==> src/sched_params.svh <==
`ifndef SCHED_PARAMS_SVH
`define SCHED_PARAMS_SVH

// ***************************************************
// timing
// ***************************************************
`define CLK_FREQ_HZ 25000000
`define FOUR_WAIT_TIME_MS 20
`define FOUR_WAIT_CYCLES (`FOUR_WAIT_TIME_MS * `CLK_FREQ_HZ / 1000)
`define WAIT_CNT_W 20

// ***************************************************
// codes and field positions
// ***************************************************
`define START_SIGNAL_ERR_CODE 8'h02
`define SCHED_RESET 4'h0
`define VALVE1_MIN 4'h1
`define VALVE1_MAX 4'h7
`define VALVE2_MIN 4'h8
`define VALVE2_MAX 4'hf
`define SYNC_W 9
`define SYNC_WEIGHT_LSB 0
`define SYNC_PARITY_BIT 4
`define SYNC_ERR_RESET_BIT 5
`define SYNC_PARITY_SW_BIT 6
`define SYNC_FOUR_SW_BIT 7
`define SYNC_PANEL_SW_BIT 8

`endif

==> src/sched_pkg.sv <==
package sched_pkg;
  typedef struct packed {
    logic [3:0] weight;
    logic parity;
  } start_pins_t;

  typedef struct packed {
    logic parity_check_switch;
    logic four_schedule_switch;
    logic panel_schedule_switch;
  } switches_t;

  typedef enum logic [1:0] {
    st_idle,
    st_wait,
    st_active,
    st_reject
  } dec_state_t;
endpackage : sched_pkg

==> src/pin_sync.sv <==
`timescale 1ns/1ps
module pin_sync #(
  parameter int W = 1
) (
  input wire logic clk,
  input wire logic resetn,
  input wire logic ce,
  input wire logic [W-1:0] async_in,
  output logic [W-1:0] sync_out
);
  logic [W-1:0] meta_q;
  logic [W-1:0] meta_d;
  logic [W-1:0] sync_q;
  logic [W-1:0] sync_d;

  always_comb begin
    meta_d = ce ? async_in : meta_q;
    sync_d = ce ? meta_q : sync_q;
  end

  always_ff @(posedge clk or negedge resetn) begin
    if (!resetn) begin
      meta_q <= '0;
      sync_q <= '0;
    end else begin
      meta_q <= meta_d;
      sync_q <= sync_d;
    end
  end

  assign sync_out = sync_q;
endmodule : pin_sync

==> src/weld_start_schedule_decoder.sv <==
`timescale 1ns/1ps
`include "sched_params.svh"
module weld_start_schedule_decoder #(
  parameter int unsigned WAIT_CYCLES = `FOUR_WAIT_CYCLES
) (
  input wire logic clk,
  input wire logic resetn,
  input wire logic ce,
  input wire sched_pkg::start_pins_t start_pins,
  input wire logic error_reset_pin,
  input wire sched_pkg::switches_t switches,
  input wire logic [3:0] panel_schedule,
  output logic [3:0] schedule,
  output logic start_pulse,
  output logic valve1,
  output logic valve2,
  output logic error,
  output logic [7:0] error_code
);
  import sched_pkg::*;

  // ***************************************************
  // pin synchronisers
  // ***************************************************
  logic [`SYNC_W-1:0] pins_raw;
  logic [`SYNC_W-1:0] pins_s;
  logic [3:0] weight_s;
  logic parity_s;
  logic err_reset_s;
  logic parity_sw_s;
  logic four_sw_s;
  logic panel_sw_s;

  assign pins_raw = {switches.panel_schedule_switch, switches.four_schedule_switch,
                     switches.parity_check_switch, error_reset_pin,
                     start_pins.parity, start_pins.weight};

  pin_sync #(.W(`SYNC_W)) u_sync (
    .clk(clk),
    .resetn(resetn),
    .ce(ce),
    .async_in(pins_raw),
    .sync_out(pins_s)
  );

  assign weight_s = pins_s[`SYNC_WEIGHT_LSB +: 4];
  assign parity_s = pins_s[`SYNC_PARITY_BIT];
  assign err_reset_s = pins_s[`SYNC_ERR_RESET_BIT];
  assign parity_sw_s = pins_s[`SYNC_PARITY_SW_BIT];
  assign four_sw_s = pins_s[`SYNC_FOUR_SW_BIT];
  assign panel_sw_s = pins_s[`SYNC_PANEL_SW_BIT];

  // ***************************************************
  // decode helpers
  // ***************************************************
  logic any_start;
  logic parity_fail;
  logic [3:0] lowest_sched;

  assign any_start = |weight_s;
  // odd count of five inputs passes, parity ignored when switch off
  assign parity_fail = parity_sw_s && !(^{weight_s, parity_s});

  always_comb begin
    if (weight_s[0]) begin
      lowest_sched = 4'h1;
    end else if (weight_s[1]) begin
      lowest_sched = 4'h2;
    end else if (weight_s[2]) begin
      lowest_sched = 4'h4;
    end else if (weight_s[3]) begin
      lowest_sched = 4'h8;
    end else begin
      lowest_sched = `SCHED_RESET;
    end
  end

  // ***************************************************
  // start sequencer
  // ***************************************************
  dec_state_t state_q;
  dec_state_t state_d;
  logic [`WAIT_CNT_W-1:0] cnt_q;
  logic [`WAIT_CNT_W-1:0] cnt_d;
  logic [3:0] schedule_q;
  logic [3:0] schedule_d;
  logic start_q;
  logic start_d;
  logic valve1_q;
  logic valve1_d;
  logic valve2_q;
  logic valve2_d;
  logic error_q;
  logic error_d;
  logic [7:0] code_q;
  logic [7:0] code_d;

  always_comb begin
    state_d = state_q;
    cnt_d = cnt_q;
    schedule_d = schedule_q;
    start_d = 1'b0;
    error_d = error_q;
    code_d = code_q;
    if (err_reset_s) begin
      error_d = 1'b0;
      code_d = 8'h00;
    end
    unique case (state_q)
      st_idle: begin
        if (any_start) begin
          if (panel_sw_s) begin
            schedule_d = panel_schedule;
            start_d = 1'b1;
            state_d = st_active;
          end else if (four_sw_s) begin
            cnt_d = '0;
            state_d = st_wait;
          end else if (parity_fail) begin
            error_d = 1'b1;
            code_d = `START_SIGNAL_ERR_CODE;
            state_d = st_reject;
          end else begin
            schedule_d = weight_s;
            start_d = 1'b1;
            state_d = st_active;
          end
        end
      end
      st_wait: begin
        if (cnt_q == `WAIT_CNT_W'(WAIT_CYCLES - 1)) begin
          if (any_start) begin
            schedule_d = lowest_sched;
            start_d = 1'b1;
            state_d = st_active;
          end else begin
            state_d = st_idle;
          end
        end else begin
          cnt_d = cnt_q + `WAIT_CNT_W'(1);
        end
      end
      st_active: begin
        if (!any_start) begin
          state_d = st_idle;
        end
      end
      st_reject: begin
        if (!any_start) begin
          state_d = st_idle;
        end
      end
    endcase
    valve1_d = (state_d == st_active) && (schedule_d >= `VALVE1_MIN)
               && (schedule_d <= `VALVE1_MAX);
    valve2_d = (state_d == st_active) && (schedule_d >= `VALVE2_MIN)
               && (schedule_d <= `VALVE2_MAX);
  end

  always_ff @(posedge clk or negedge resetn) begin
    if (!resetn) begin
      state_q <= st_idle;
      cnt_q <= '0;
      schedule_q <= `SCHED_RESET;
      start_q <= 1'b0;
      valve1_q <= 1'b0;
      valve2_q <= 1'b0;
      error_q <= 1'b0;
      code_q <= 8'h00;
    end else if (ce) begin
      state_q <= state_d;
      cnt_q <= cnt_d;
      schedule_q <= schedule_d;
      start_q <= start_d;
      valve1_q <= valve1_d;
      valve2_q <= valve2_d;
      error_q <= error_d;
      code_q <= code_d;
    end
  end

  assign schedule = schedule_q;
  assign start_pulse = start_q;
  assign valve1 = valve1_q;
  assign valve2 = valve2_q;
  assign error = error_q;
  assign error_code = code_q;

  logic idle_go;
  assign idle_go = ce && (state_q == st_idle) && any_start && !panel_sw_s && !four_sw_s;
endmodule : weld_start_schedule_decoder

==> config.mk <==
export PLATFORM = sky130hd
export DESIGN_NAME = weld_start_schedule_decoder
export DESIGN_NICKNAME = d
export VERILOG_FILES = /design/src/sched_pkg.sv /design/src/pin_sync.sv /design/src/weld_start_schedule_decoder.sv
export VERILOG_INCLUDE_DIRS = /design/src /design/src/src
export SDC_FILE = /design/constraint.sdc
export NUM_CORES = 1
export LEC_CHECK = 0
export BUFFER_PORTS_ARGS = -buffer_cell sky130_fd_sc_hd__buf_2
export CAP_MARGIN = 30
export CORE_MARGIN = 10
export CORE_UTILIZATION = 50
export CTS_CLUSTER_SIZE = 40
export DETAILED_ROUTE_END_ITERATION = 7
export GPL_ROUTABILITY_DRIVEN = 0
export PLACE_DENSITY = 0.74
export SYNTH_ARGS = -nofsm -noshare
export SYNTH_HDL_FRONTEND = slang
export SYNTH_SLANG_ARGS = --single-unit
==> constraint.sdc <==
create_clock -name clk -period 5.4 [get_ports clk]
set_input_delay 1.62 -clock clk [delete_from_list [all_inputs] [get_ports clk]]
set_output_delay 1.62 -clock clk [all_outputs]
set_load 0.1 [all_outputs]
==> qor.yml <==
synth:
  ys_ff_latch: 56
  ys_seq_area_share_pct: 47.50
  synth_edf_count: 0
  async_flop_share_pct: 100.0
  syn_avg_cell_area_sq_um: 10.24
  synth_area_sq_um: 2950
  synthCells: 288
  syn_nets: 306
  synthFlopType: "dfrtp_1"
  synth_warnings: 0
  yosysUniqueCellTypes: 58
clock_tree:
  cts_buffers: 5
  cts_max_level: 2
  clock_path_buffers: 2
  cts_root_buf: "clkbuf_8"
  clkSinkCount: 56
  clk_latency_ps: 310
  clk_pin_slew_worst_paths_ps: 100
  hold_buffers: 0
  post_cts_buffers: 0
  cts_resized: 0
  tritoncts: "yes"
routing:
  first_pass_iters: 4
  ant_nets: 0
  dr.first_iter.drc_count: 191
  via_count: 2304
  wl_per_cell_um: 16.12
  drc: 0
  vias_per_cell: 5.923
  wl_um: 6272
layout:
  syn_to_final_growth_pct: 10.35
  antenna_cells: 0
  nets: 334
  drive_gt1_share_pct: 23.34
global_route:
  grt_pass1_vias: 2246
  overflow: 0
  grt_pass1_wl_um: 11010
  antenna_found_initial: 0
  track_usage_pct: 13.45
  grt_max_degree: 57
timing:
  skew_ps: 7.365
  rsz0062_at_grt: "false"
  maxSlewViolCount: 0
  min_period_ps: 3061
  setup_viol: 0
  hold_viol: 0
  tightestPinTransition_ps: 698.3
  fin_crit_sh_pct: 56.69
  maxSlewHeadroom_pct: 53.45
  tns_ps: 0
  max_freq_mhz: 326.7
  fin_hold_ws_ps: 482.8
critical_path:
  critPathArrivalTime_ps: 3310
  worstPathRequired_ps: 5650
  worstPathMaxFanout: 37
  critPathKind: "in -> reg"
  cp-start-kind: "primary input"
  cp-end-kind: "flip-flop"
  r2r.worst_path.cells: 6
power:
  ir_drop_mv: 0.2214
  power_w: 0.001060
  power.density_nw_per_um2: 325.6
  p_leak_nw: 1.445
min_path:
  holdPathStages: 2
  hold_path.class: "reg -> reg"
flow_run:
  drv_cap: 0
die:
  pin_count: 32
  die_area_sq_um: 9373
  die_w_um: 96.82
  core_area_sq_um: 5608
  die_y_um: 96.82
  rows: 27
  start_util_pct: 52.61
status:
  status: "complete, no violations"
placed_design:
  portBuffers: 31
  hpwl_um: 4468
[stage by stage]
stage | setup WS [ps] | std cells | area [sq um] | utilization [%]
final | 2339 | 389 | 3256 | 58.05
after global routing | 2190 | 389 | 3256 | 58.05
after CTS | 2360 | 389 | 3256 | 58.05
after detailed placement | 2035 | 381 | 3148 | 56.14
after global placement | 2066 | 381 | 3148 | 56.14
after floorplan | 2391 | 288 | 2950 | -
[critical path, cell delays in order]
cell,delay [ps]
buf_2,90
buf_4,350
nand2b_1,150
nor3_2,400
nand3_1,190
or4_1,420
nand2_1,80
[final timing paths]
check | start | endpoint | slack (ps)
worst max-delay path | ce | cnt_q[19] | 2340
worst min-delay path | error_code[1] | error_code[1] | 480
worst max register to register | cnt_q[7] | valve1 | 2840
worst min register to register | error_code[1] | error_code[1] | 480
max in group asynchronous | resetn | cnt_q[15] | 3500
min in group asynchronous | resetn | cnt_q[8] | 1420
[layout make-up]
cell class | count | area, sq um
fill | 505 | 2352
multi-input combinational | 213 | 1460
sequential | 56 | 1401
timing repair buffer | 33 | 170.2
tap | 72 | 90.09
clock buffer | 6 | 72.57
clock inverter | 2 | 35.03
inverter | 7 | 26.28
[flip-flops by register name (all words and copies together), names as in the netlist]
name	cells
cnt_q	20
error	1
error_code	8
schedule	4
start_pulse	1
state_q	2
u_sync.meta_q	9
u_sync.sync_out	9
valve1	1
valve2	1
[Yosys cell counts, drive strengths merged (5+ instances only)]
| master | instances | share of area [%] |
|---|---|---|
| a21o | 5 | 1.3 |
| a21oi | 12 | 2.3 |
| and3 | 14 | 3.1 |
| buf | 7 | 1.5 |
| clkbuf | 5 | 0.64 |
| dfrtp | 56 | 47 |
| inv | 7 | 0.89 |
| mux2 | 16 | 6.1 |
| nand2 | 22 | 2.8 |
| nand3 | 20 | 3.4 |
| nand4 | 7 | 1.7 |
| nor2 | 22 | 2.8 |
| nor3 | 8 | 2.0 |
| nor4 | 8 | 2.4 |
| o21ai | 14 | 2.4 |
| or3 | 5 | 1.2 |
| or4 | 5 | 1.5 |
| xnor2 | 9 | 2.7 |
| xor2 | 8 | 2.4 |
[where the power goes]
group	total, W	switching [W]	internal [W]	leakage, nW
registers	0.000549	0.0000764	0.000472	0.701
logic	0.000240	0.000144	0.0000957	0.688
clock network	0.000272	0.000134	0.000138	0.0552
[cells in the final DEF, fill, tap and decap left out, drive strengths merged, types with 2 or more instances in the layout]
cell / n
dfrtp: 56
buf: 33
nor2: 22
nand2: 22
nand3: 20
mux2: 16
and3: 14
o21ai: 14
a21oi: 12
xnor2: 9
xor2: 8
nor4: 8
nor3: 8
inv: 7
nand4: 7
clkbuf: 6
a21o: 5
or3: 5
or4: 5
and4: 3
a31oi: 3
nand2b: 3
and2: 2
nor4b: 2
nor3b: 2
mux2i: 2
ha: 2
a41oi: 2
[logic make-up (layout without fill, tap and decap cells)]
family / after synthesis / in the layout / share of synthesized area (%)
flip-flops: 56 / 56 / 47.50
multiplexers: 18 / 18 / 6.785
adder cells (fa/ha/maj): 2 / 2 / 0.8480
AO/OA/AOI/OAI: 48 / 48 / 11.07
XOR/XNOR: 17 / 17 / 5.047
AND/OR/NAND/NOR: 128 / 128 / 25.74
buffers and inverters: 19 / 48 / 3.011
[routing by layer]
metal	global-route usage, %	share of wire, %
met1	17.93	48
met2	20.50	46
met4	4.284	0.97
met3	3.691	5.5
met5	0	0
(Power assumes the default switching activity.)
